`config.mk`:
```
export PLATFORM = sky130hd
export DESIGN_NAME = tio_port_unit
export DESIGN_NICKNAME = d
export VERILOG_FILES = /design/src/hw/tio_pkg.sv /design/src/hw/tio_port_unit.sv
export SDC_FILE = /design/constraint.sdc
export NUM_CORES = 2
export LEC_CHECK = 0
export BUFFER_PORTS_ARGS = -buffer_cell sky130_fd_sc_hd__buf_2
export CORE_MARGIN = 5
export CORE_UTILIZATION = 31
export DETAILED_ROUTE_END_ITERATION = 6
export SLEW_MARGIN = 20
export SYNTH_ARGS = -nofsm -noshare
export SYNTH_HDL_FRONTEND = slang
export SYNTH_SLANG_ARGS = --single-unit
```
`constraint.sdc`:
```
create_clock -name ref_clk -period 6.15 [get_ports ref_clk]
set_input_delay 0 -clock ref_clk [delete_from_list [all_inputs] [get_ports ref_clk]]
set_output_delay 0 -clock ref_clk [all_outputs]
set_load 0.03 [all_outputs]
```
`src/hw/tio_pkg.sv`:
```
/*
 * constants, field layout and helpers for the timed pin port unit.
 * assumes a single 100 MHz reference clock and word-addressed bus.
 */
package tio_pkg;
   // ***********************************************
   // sizes
   // ***********************************************
   localparam int NPORT = 5;
   localparam int NCB   = 6;
   localparam int NPIN  = 32;
   localparam int CNT_W = 16;
   localparam int REF_MHZ = 100;

   // ***********************************************
   // register map (word addresses)
   // ***********************************************
   localparam logic [2:0] F_CTRL  = 3'h0;
   localparam logic [2:0] F_DATA  = 3'h1;
   localparam logic [2:0] F_COND  = 3'h2;
   localparam logic [2:0] F_TIME  = 3'h3;
   localparam logic [2:0] F_COUNT = 3'h4;
   localparam logic [2:0] F_STAMP = 3'h5;
   localparam logic [5:0] A_LINK  = 6'h28;
   localparam logic [5:0] A_ISTAT = 6'h29;
   localparam logic [5:0] A_IMASK = 6'h2a;
   localparam logic [5:0] A_CB0   = 6'h30;

   // ***********************************************
   // port control fields
   // ***********************************************
   localparam int C_EN    = 0;
   localparam int C_OUT   = 1;
   localparam int C_OC    = 2;
   localparam int C_TIMED = 3;
   localparam int C_STRB  = 4;
   localparam int C_CM    = 5;
   localparam int C_CB    = 8;
   localparam int CTRL_W  = 11;
   localparam logic [CTRL_W-1:0] CTRL_RST = 11'h000;

   // ***********************************************
   // clock block fields
   // ***********************************************
   localparam int CB_SRC  = 0;
   localparam int CB_DIV  = 8;
   localparam logic [15:0] CB_RST = 16'h0000;

   localparam logic [NPIN-1:0] LINK_PINS = 32'hc000_0000;

   typedef enum logic [1:0] {
      COND_NONE = 2'b00,
      COND_EQ   = 2'b01,
      COND_NE   = 2'b10
   } cond_t;

   typedef enum logic {
      BUS_IDLE = 1'b0,
      BUS_DONE = 1'b1
   } bus_t;

   // pins covered by port k; all ports start at pin 0
   function automatic logic [NPIN-1:0] port_mask(input int k);
      case (k)
         0: port_mask = 32'h0000_0001;
         1: port_mask = 32'h0000_000f;
         2: port_mask = 32'h0000_00ff;
         3: port_mask = 32'h0000_ffff;
         default: port_mask = 32'hffff_ffff;
      endcase
   endfunction
endpackage

```
`src/hw/tio_port_unit.sv`:
```
/*
 * timed pin port unit: five ports of 1, 4, 8, 16 and 32 pins sharing
 * 32 pins, six clock blocks, counters, timestamps, strobes, events.
 * assumes synchronous pin inputs and an external pad that resolves
 * pin_out/pin_oe; link logic outside takes the link pins when enabled.
 */
// The Avalon-MM register port and the register addresses were decided locally.
// Functional notes
// - ports of width 1, 4, 8, 16 and 32 pins on fixed pins
// - all pins of one port share one direction
// - drive pins or sample them, optionally after a pin condition
// - core writes complete in one bus cycle; reads take two, with one wait cycle
// - open collector per port: zero pulls low, one releases pin
// - data moves through a shift register and a transfer register
// - a 16-bit port counter can gate the transfer moment
// - counter readable anytime and can delay transfers to a count
// - each transfer captures the counter as a readable timestamp
// - an enabled link takes its pins away from all ports
// - narrower enabled port wins shared pins; other pins stay wider
// - a port always transfers at its full width
// - six clock blocks; block zero runs at the reference rate
// - clock block may use the 1-bit port pin, optionally divided
// - ports accept incoming strobes and produce outgoing strobes
// - after reset all ports use clock block zero
// - pin events reach the core as interrupt through sticky status and a mask
module tio_port_unit
   import tio_pkg::*;
(
   input  wire logic             ref_clk,
   input  wire logic             reset,
   input  wire logic [5:0]       avs_address,
   input  wire logic             avs_read,
   input  wire logic             avs_write,
   input  wire logic [31:0]      avs_writedata,
   output      logic [31:0]      avs_readdata,
   output      logic             avs_waitrequest,
   input  wire logic [NPIN-1:0]  pin_in,
   output      logic [NPIN-1:0]  pin_out,
   output      logic [NPIN-1:0]  pin_oe,
   input  wire logic [NPORT-1:0] strobe_from_source,
   output      logic [NPORT-1:0] strobe_to_sink,
   output      logic             link_enable,
   output      logic             irq
);
   // ***********************************************
   // state
   // ***********************************************
   logic [CTRL_W-1:0] ctrl      [NPORT];
   logic [NPIN-1:0]   xfer      [NPORT];
   logic [NPIN-1:0]   shift     [NPORT];
   logic [NPIN-1:0]   cond_val  [NPORT];
   logic [CNT_W-1:0]  time_val  [NPORT];
   logic [CNT_W-1:0]  count     [NPORT];
   logic [CNT_W-1:0]  stamp     [NPORT];
   logic [NPORT-1:0]  xfer_full;
   logic [15:0]       cb_cfg    [NCB];
   logic [7:0]        cb_cnt    [NCB];
   logic              pin0_last;
   logic [NPORT-1:0]  istat;
   logic [NPORT-1:0]  imask;
   logic              link_en;
   bus_t              bus_state;
   logic [NPIN-1:0]   oc_pins;

   logic [CTRL_W-1:0] next_ctrl     [NPORT];
   logic [NPIN-1:0]   next_xfer     [NPORT];
   logic [NPIN-1:0]   next_shift    [NPORT];
   logic [NPIN-1:0]   next_cond_val [NPORT];
   logic [CNT_W-1:0]  next_time_val [NPORT];
   logic [CNT_W-1:0]  next_count    [NPORT];
   logic [CNT_W-1:0]  next_stamp    [NPORT];
   logic [NPORT-1:0]  next_xfer_full;
   logic [NPORT-1:0]  next_strobe;
   logic [15:0]       next_cb_cfg   [NCB];
   logic [7:0]        next_cb_cnt   [NCB];
   logic [NPORT-1:0]  next_istat;
   logic [NPORT-1:0]  next_imask;
   logic              next_link_en;
   bus_t              next_bus_state;
   logic [31:0]       next_readdata;
   logic [NPIN-1:0]   next_pin_out;
   logic [NPIN-1:0]   next_pin_oe;
   logic [NPIN-1:0]   next_oc_pins;

   logic [NCB-1:0]    cb_tick;
   logic [NPORT-1:0]  fire;
   logic [NPORT-1:0]  tick;
   logic [NPORT-1:0]  time_ok;
   logic              wr;
   logic              rd_acc;
   logic [2:0]        pidx;
   logic [2:0]        fld;
   logic              port_hit;
   logic [2:0]        cbidx;

   assign pidx     = avs_address[5:3];
   assign fld      = avs_address[2:0];
   assign port_hit = (pidx < 3'(NPORT));
   assign cbidx    = 3'(avs_address - A_CB0);
   assign wr       = avs_write;
   assign avs_waitrequest = avs_read && (bus_state == BUS_IDLE);
   assign rd_acc   = avs_read && (bus_state == BUS_DONE);
   assign link_enable = link_en;
   assign irq = |(istat & imask);

   // ***********************************************
   // clock blocks
   // ***********************************************
   always_comb begin
      logic src_evt;
      src_evt = 1'b0;
      // block zero ticks every reference cycle
      cb_tick[0]     = 1'b1;
      next_cb_cnt[0] = 8'h00;
      next_cb_cfg[0] = CB_RST;
      for (int b = 1; b < NCB; b++) begin
         src_evt = cb_cfg[b][CB_SRC] ? (pin_in[0] && !pin0_last) : 1'b1;
         cb_tick[b]     = src_evt && (cb_cnt[b] == cb_cfg[b][CB_DIV +: 8]);
         next_cb_cnt[b] = cb_cnt[b];
         if (cb_tick[b]) begin
            next_cb_cnt[b] = 8'h00;
         end else if (src_evt) begin
            next_cb_cnt[b] = cb_cnt[b] + 8'h01;
         end
         next_cb_cfg[b] = cb_cfg[b];
         if (wr && avs_address >= A_CB0 + 6'h01
             && avs_address < A_CB0 + 6'(NCB) && cbidx == 3'(b)) begin
            next_cb_cfg[b] = avs_writedata[15:0];
         end
      end
   end

   // ***********************************************
   // ports
   // ***********************************************
   always_comb begin
      logic cond_ok;
      logic [NPIN-1:0] msk;
      cond_ok = 1'b0;
      msk = '0;
      next_istat   = istat;
      next_imask   = imask;
      next_link_en = link_en;
      if (wr && avs_address == A_IMASK) begin
         next_imask = avs_writedata[NPORT-1:0];
      end
      if (wr && avs_address == A_LINK) begin
         next_link_en = avs_writedata[0];
      end
      // set wins over the write-one clear
      if (wr && avs_address == A_ISTAT) begin
         next_istat = istat & ~avs_writedata[NPORT-1:0];
      end
      for (int k = 0; k < NPORT; k++) begin
         msk = port_mask(k);
         next_ctrl[k]     = ctrl[k];
         next_xfer[k]     = xfer[k];
         next_shift[k]    = shift[k];
         next_cond_val[k] = cond_val[k];
         next_time_val[k] = time_val[k];
         next_stamp[k]    = stamp[k];
         next_xfer_full[k] = xfer_full[k];
         next_strobe[k]   = 1'b0;
         // unused block codes give no tick rather than an unknown
         tick[k] = (ctrl[k][C_CB +: 3] < 3'(NCB))
            && cb_tick[ctrl[k][C_CB +: 3]];
         next_count[k] = tick[k] ? count[k] + 16'h0001 : count[k];
         time_ok[k] = !ctrl[k][C_TIMED] || (count[k] == time_val[k]);
         case (cond_t'(ctrl[k][C_CM +: 2]))
            COND_EQ: cond_ok = ((pin_in & msk) == cond_val[k]);
            COND_NE: cond_ok = ((pin_in & msk) != cond_val[k]);
            default: cond_ok = 1'b1;
         endcase
         fire[k] = 1'b0;
         if (ctrl[k][C_EN] && tick[k] && time_ok[k]) begin
            if (ctrl[k][C_OUT]) begin
               fire[k] = xfer_full[k];
            end else begin
               fire[k] = !xfer_full[k] && cond_ok
                  && (!ctrl[k][C_STRB] || strobe_from_source[k]);
            end
         end
         if (wr && port_hit && pidx == 3'(k)) begin
            if (fld == F_CTRL) begin
               next_ctrl[k] = avs_writedata[CTRL_W-1:0];
            end else if (fld == F_DATA) begin
               next_xfer[k]      = avs_writedata & msk;
               next_xfer_full[k] = 1'b1;
            end else if (fld == F_COND) begin
               next_cond_val[k] = avs_writedata & msk;
            end else if (fld == F_TIME) begin
               next_time_val[k] = avs_writedata[CNT_W-1:0];
            end
         end
         if (rd_acc && port_hit && pidx == 3'(k) && fld == F_DATA
             && !ctrl[k][C_OUT]) begin
            next_xfer_full[k] = 1'b0;
         end
         if (fire[k]) begin
            next_stamp[k] = count[k];
            next_istat[k] = 1'b1;
            if (ctrl[k][C_OUT]) begin
               // full-width move to the pin register
               next_shift[k]     = xfer[k];
               next_xfer_full[k] = 1'b0;
               next_strobe[k]    = ctrl[k][C_STRB];
            end else begin
               next_shift[k]     = pin_in & msk;
               next_xfer[k]      = pin_in & msk;
               next_xfer_full[k] = 1'b1;
            end
         end
      end
   end

   // ***********************************************
   // pin ownership
   // ***********************************************
   always_comb begin
      logic [2:0]      own;
      logic            has;
      logic [NPIN-1:0] pm;
      own = 3'h0;
      has = 1'b0;
      pm  = '0;
      for (int i = 0; i < NPIN; i++) begin
         own = 3'h0;
         has = 1'b0;
         for (int k = NPORT - 1; k >= 0; k--) begin
            pm = port_mask(k);
            if (ctrl[k][C_EN] && pm[i]) begin
               own = 3'(k);
               has = 1'b1;
            end
         end
         if (link_en && LINK_PINS[i]) begin
            has = 1'b0;
         end
         next_pin_out[i] = 1'b0;
         next_pin_oe[i]  = 1'b0;
         next_oc_pins[i] = 1'b0;
         if (has && ctrl[own][C_OUT]) begin
            if (ctrl[own][C_OC]) begin
               next_oc_pins[i] = 1'b1;
               next_pin_oe[i]  = !shift[own][i];
            end else begin
               next_pin_out[i] = shift[own][i];
               next_pin_oe[i]  = 1'b1;
            end
         end
      end
   end

   // ***********************************************
   // bus read
   // ***********************************************
   always_comb begin
      next_bus_state = bus_state;
      next_readdata  = avs_readdata;
      case (bus_state)
         BUS_IDLE: begin
            if (avs_read) begin
               next_bus_state = BUS_DONE;
               next_readdata  = 32'h0000_0000;
               if (port_hit) begin
                  if (fld == F_CTRL) begin
                     next_readdata = 32'(ctrl[pidx]);
                  end else if (fld == F_DATA) begin
                     next_readdata = xfer[pidx];
                  end else if (fld == F_COND) begin
                     next_readdata = cond_val[pidx];
                  end else if (fld == F_TIME) begin
                     next_readdata = 32'(time_val[pidx]);
                  end else if (fld == F_COUNT) begin
                     next_readdata = 32'(count[pidx]);
                  end else if (fld == F_STAMP) begin
                     next_readdata = 32'(stamp[pidx]);
                  end
               end else if (avs_address == A_LINK) begin
                  next_readdata = 32'(link_en);
               end else if (avs_address == A_ISTAT) begin
                  next_readdata = 32'(istat);
               end else if (avs_address == A_IMASK) begin
                  next_readdata = 32'(imask);
               end else if (avs_address >= A_CB0
                            && avs_address < A_CB0 + 6'(NCB)) begin
                  next_readdata = 32'(cb_cfg[cbidx]);
               end
            end
         end
         default: begin
            next_bus_state = BUS_IDLE;
         end
      endcase
   end

   // ***********************************************
   // registers
   // ***********************************************
   always_ff @(posedge ref_clk) begin
      if (reset) begin
         for (int k = 0; k < NPORT; k++) begin
            ctrl[k]     <= CTRL_RST;
            xfer[k]     <= '0;
            shift[k]    <= '0;
            cond_val[k] <= '0;
            time_val[k] <= '0;
            count[k]    <= '0;
            stamp[k]    <= '0;
         end
         for (int b = 0; b < NCB; b++) begin
            cb_cfg[b] <= CB_RST;
            cb_cnt[b] <= 8'h00;
         end
         xfer_full      <= '0;
         strobe_to_sink <= '0;
         pin0_last      <= 1'b0;
         istat          <= '0;
         imask          <= '0;
         link_en        <= 1'b0;
         bus_state      <= BUS_IDLE;
         avs_readdata   <= 32'h0000_0000;
         pin_out        <= '0;
         pin_oe         <= '0;
         oc_pins        <= '0;
      end else begin
         for (int k = 0; k < NPORT; k++) begin
            ctrl[k]     <= next_ctrl[k];
            xfer[k]     <= next_xfer[k];
            shift[k]    <= next_shift[k];
            cond_val[k] <= next_cond_val[k];
            time_val[k] <= next_time_val[k];
            count[k]    <= next_count[k];
            stamp[k]    <= next_stamp[k];
         end
         for (int b = 0; b < NCB; b++) begin
            cb_cfg[b] <= next_cb_cfg[b];
            cb_cnt[b] <= next_cb_cnt[b];
         end
         xfer_full      <= next_xfer_full;
         strobe_to_sink <= next_strobe;
         pin0_last      <= pin_in[0];
         istat          <= next_istat;
         imask          <= next_imask;
         link_en        <= next_link_en;
         bus_state      <= next_bus_state;
         avs_readdata   <= next_readdata;
         pin_out        <= next_pin_out;
         pin_oe         <= next_pin_oe;
         oc_pins        <= next_oc_pins;
      end
   end
endmodule // tio_port_unit

```
==> impl_results.md <==
* First-pass GRT wire length at 216 mm
* Tot GR Track Use at 20.6%
* Simple-Gate Fraction of Synth Area at 17.4%
* Number of slew-limit violations in the final report at 0
* Total number of vias at 34300
* Die height at 372 um
* Fin cells at 6131
* Clk sinks at 833
* Internal power at 9.26 mW
* Failing checks: DRC
* CP max-delay cell: o21ai_0
* P_sw at 3.04 mW
* Worst setup slack after layout at 1.85 ns
* Worst Setup Start Kind: primary input
* Starting density of the core at 31.3%
* Vias in the first global route at 32400
* Min cycle time layout at 4.30 ns
* Final Cell Area at 46700 um^2
* Fmax at 232 MHz
* Maximum VDD drop at 194 uV
* Hold violation count in the final report at 0
* Register area share after synthesis at 45.1%
* Syn_area_per_cell at 9.52 um^2
* Largest family of logic cells by synthesized area: simple AND/OR/NAND/NOR gates
* Gr ovfl total at 0
* Fin crit share at 69.9%
* Post-synth top flop: dfxtp_1
* Clock root cell: clkbuf_16
* Clock buffer count from CTS at 94
* Initial DRC Count at 4214
* Synth warnings at 0
* Crit end category: register
* Post-Syn Nets at 4354
* Critical path class: primary input to register
* Slew HR at 23.7%
* Initial antenna violation count at 9
* CTS tree: done
* Routed Antenna Nets at 0
* Worst Max-Slew Pin Slew at 1.13 ns
* Routed WL per cell at 24.0 um
* Post-DP Area at 42700 um^2
* Final WL at 147 mm
* Drt via density at 5.59
* Max stage delay on crit path at 0.79 ns
* Sw Share at 24.7%
* Mux cell area share after synthesis at 12.8%
* Final GP Congestion at 0.948
* Hold slack final at 0.132 ns
* Crit-path most repeated cell: buf_4
* Worst R2R Setup Slack at 1.93 ns
* Largest net degree at the start of global routing at 216
* Core ar. at 130000 um^2
* Postcts setup bufs at 0
* Maximum root-to-sink buffer count at 3
* NumNets Final at 4409
* Power share of the sequential group at 46.1%
* Clock power frac at 47.1%
* Max_cap viols at 0
* I/O pin count at 183
* RSZ-0062 raised after global routing: no
* Setup violations, final at 0
* Clk pin slew, worst setup/hold paths at 0.06 ns
* Pre-CTS setup slack at 1.78 ns
* Synth Area in Adders at 0.617%
* Die area at 138000 um^2
* XOR/XNOR Fraction of Synth Area at 4.91%
* Worst-path cell chain: dlygate4sd3_1 > buf_2 > nand2b_4 > a211oi_1 > a31oi_1 > o21ai_0 > o311ai_4 > buf_4 > or2_2 > nand2b_2 > buf_4
* Ratio of cells with drive above 1 in the final layout at 15.4%
* DRC viols at 1
* Final HPWL DP at 101 mm
* Area grow syn2layout at 15.3%
* Clock Skew at 0.0429 ns
* Netlist Area Pre-Place at 40500 um^2
* Pwr/cell area at 263 nW/um^2
* Final Power at 12.3 mW
* Hold Crit Class: primary input to register
* Mapped Cells at 4255
* # rows at 132
* Status: finished with violations
* Post-synth EDFFs at 158
* Layout Utilization at 36.0%
* Unique masters post-synth at 90
* DP Cell Count at 5875
* Clock latency on the worst-skew pair at 0.69 ns
* #FFs+latches synth at 833
* Critical-path maximum fanout at 29
* DIE WIDTH at 372 um
* Arr. time, crit path at 4.63 ns
* Pre-antenna DRT Iters at 7
* Htree depth at 3
* Synth Area in Compound Gates at 14.8%
* Async set or reset register ratio after synthesis at 0%
* Power share of the combinational group at 6.8%
* Port bufs at 182
* Setup TNS at 0 ns
* WP data required at 6.48 ns
* Leak at 16.2 nW
synthesized netlist by cell type (8+ instances only):
library cell  count  share of area [%]
dfxtp_1         675                 33
nand2_1         545                5.0
a21oi_1         428                5.3
nor2_1          309                2.9
clkbuf_1        260                2.4
mux2i_1         231                5.7
edfxtp_1        158                 12
xor2_1          144                3.1
and2_1          117                1.8
nand3_1         112                1.4
mux4_2          109                6.1
nand2b_1         90                1.4
nor3_1           87                1.1
xnor2_1          83                1.8
o21ai_0          74               0.91
a211oi_1         72                1.3
buf_2            57               0.70
inv_1            54               0.50
a211oi_2         52                1.6
nand4_1          51               0.79
nor4_1           46               0.71
a311oi_1         36               0.78
mux2_2           33               0.92
a22oi_1          28               0.52
a221oi_1         27               0.58
nor2b_1          25               0.39
buf_1            24               0.22
or3_1            23               0.36
or2_2            22               0.34
ha_1             20               0.62
or4_1            19               0.35
a22o_1           18               0.39
buf_4            17               0.31
o31ai_1          17               0.31
a31oi_1          14               0.22
and3_1           14               0.22
o211ai_1         14               0.26
buf_6            11               0.31
a311oi_2         10               0.37
a21boi_0          9               0.17
and4_1            8               0.17
o21ba_2           8               0.20
final cells by class:
| class | count | area, um^2 |
|---|---|---|
| fill | 13000 | 82900 |
| multi-input combinational | 2998 | 20600 |
| sequential | 833 | 18300 |
| clock buffer | 138 | 2820 |
| timing repair buffer | 328 | 2280 |
| tap | 1742 | 2180 |
| clock inverter | 34 | 369 |
| inverter | 55 | 206 |
| antenna | 3 | 7.51 |
sequential cells by signal, summed over array words and instances, names as in the netlist, 5 cells and up:
name,count
time_val,80
istat,5
imask,5
stamp,80
pin_oe,32
cond_val,61
count,80
pin_out,32
cb_cfg,80
ctrl,55
cb_cnt,40
xfer_full,5
shift,78
strobe_to_sink,5
avs_readdata,32
xfer,160
logic make-up after synthesis:
logic type | after synthesis
flops | 833
compound gates | 885
simple gates | 1490
xor+xnor | 227
mux | 376
buf+inv | 424
fa+ha+maj | 20
cells in the final DEF (no fill, tap or decap), types with 51 or more instances in the layout:
cell and n:
dfxtp_1 674, nand2_1 545, a21oi_1 427, nor2_1 304, mux2i_1 231, buf_2 177, edfxtp_1 158, xor2_1 144
and2_1 116, nand3_1 112, mux4_2 109, clkbuf_16 100, nand2b_1 86, nor3_1 86, xnor2_1 83, dlygate4sd3_1 80
o21ai_0 73, a211oi_1 71, buf_4 64, inv_1 54, a211oi_2 53, nand4_1 51
routing by layer:
metal	global-route usage, %	vias up	wire [um]	part of all wire [%]
li1	-	15300	-	-
met1	28.1	16700	60400	41
met2	31.1	1894	63600	43
met3	4.04	387	14800	10
met4	10.0	4	8230	5.6
met5	0	-	30	0.020
power by group through the flow:
stage / combinational (mW) / sequential, mW / clock [mW]
after global placement: 0.776 / 5.79 / 0
after CTS: 0.821 / 5.67 / 5.85
after global routing: 0.871 / 5.68 / 6.08
final: 0.840 / 5.67 / 5.79
after floorplan: 0.462 / 5.78 / 0
after detailed placement: 0.781 / 5.79 / 0
worst max-delay path: cells and delay by family:
family	cells	cell delay (ns)
buf+inv	4	1.79
simple gates	3	1.11
compound gates	4	1.68
worst paths after layout:
check,start,end,cells after the start
max,pin_in[0],shift[4][25]$_SDFFCE_PN0P_,11
min,avs_writedata[22],cond_val[4][22]$_SDFFE_PP0P_,4
max reg2reg,cb_cnt[0][8]$_SDFFE_PP0P_,shift[4][25]$_SDFFCE_PN0P_,9
min reg2reg,shift[4][17]$_SDFFCE_PN0P_,pin_oe[17]$_SDFF_PP0_,1
what timing repair did:
action                                 in CTS  in global routing
hold buffers                               80                  0
resized for setup                           0                  0
endpoints found under the hold margin     379                  0
No activity file was read; power rests on OpenSTA's default activity.
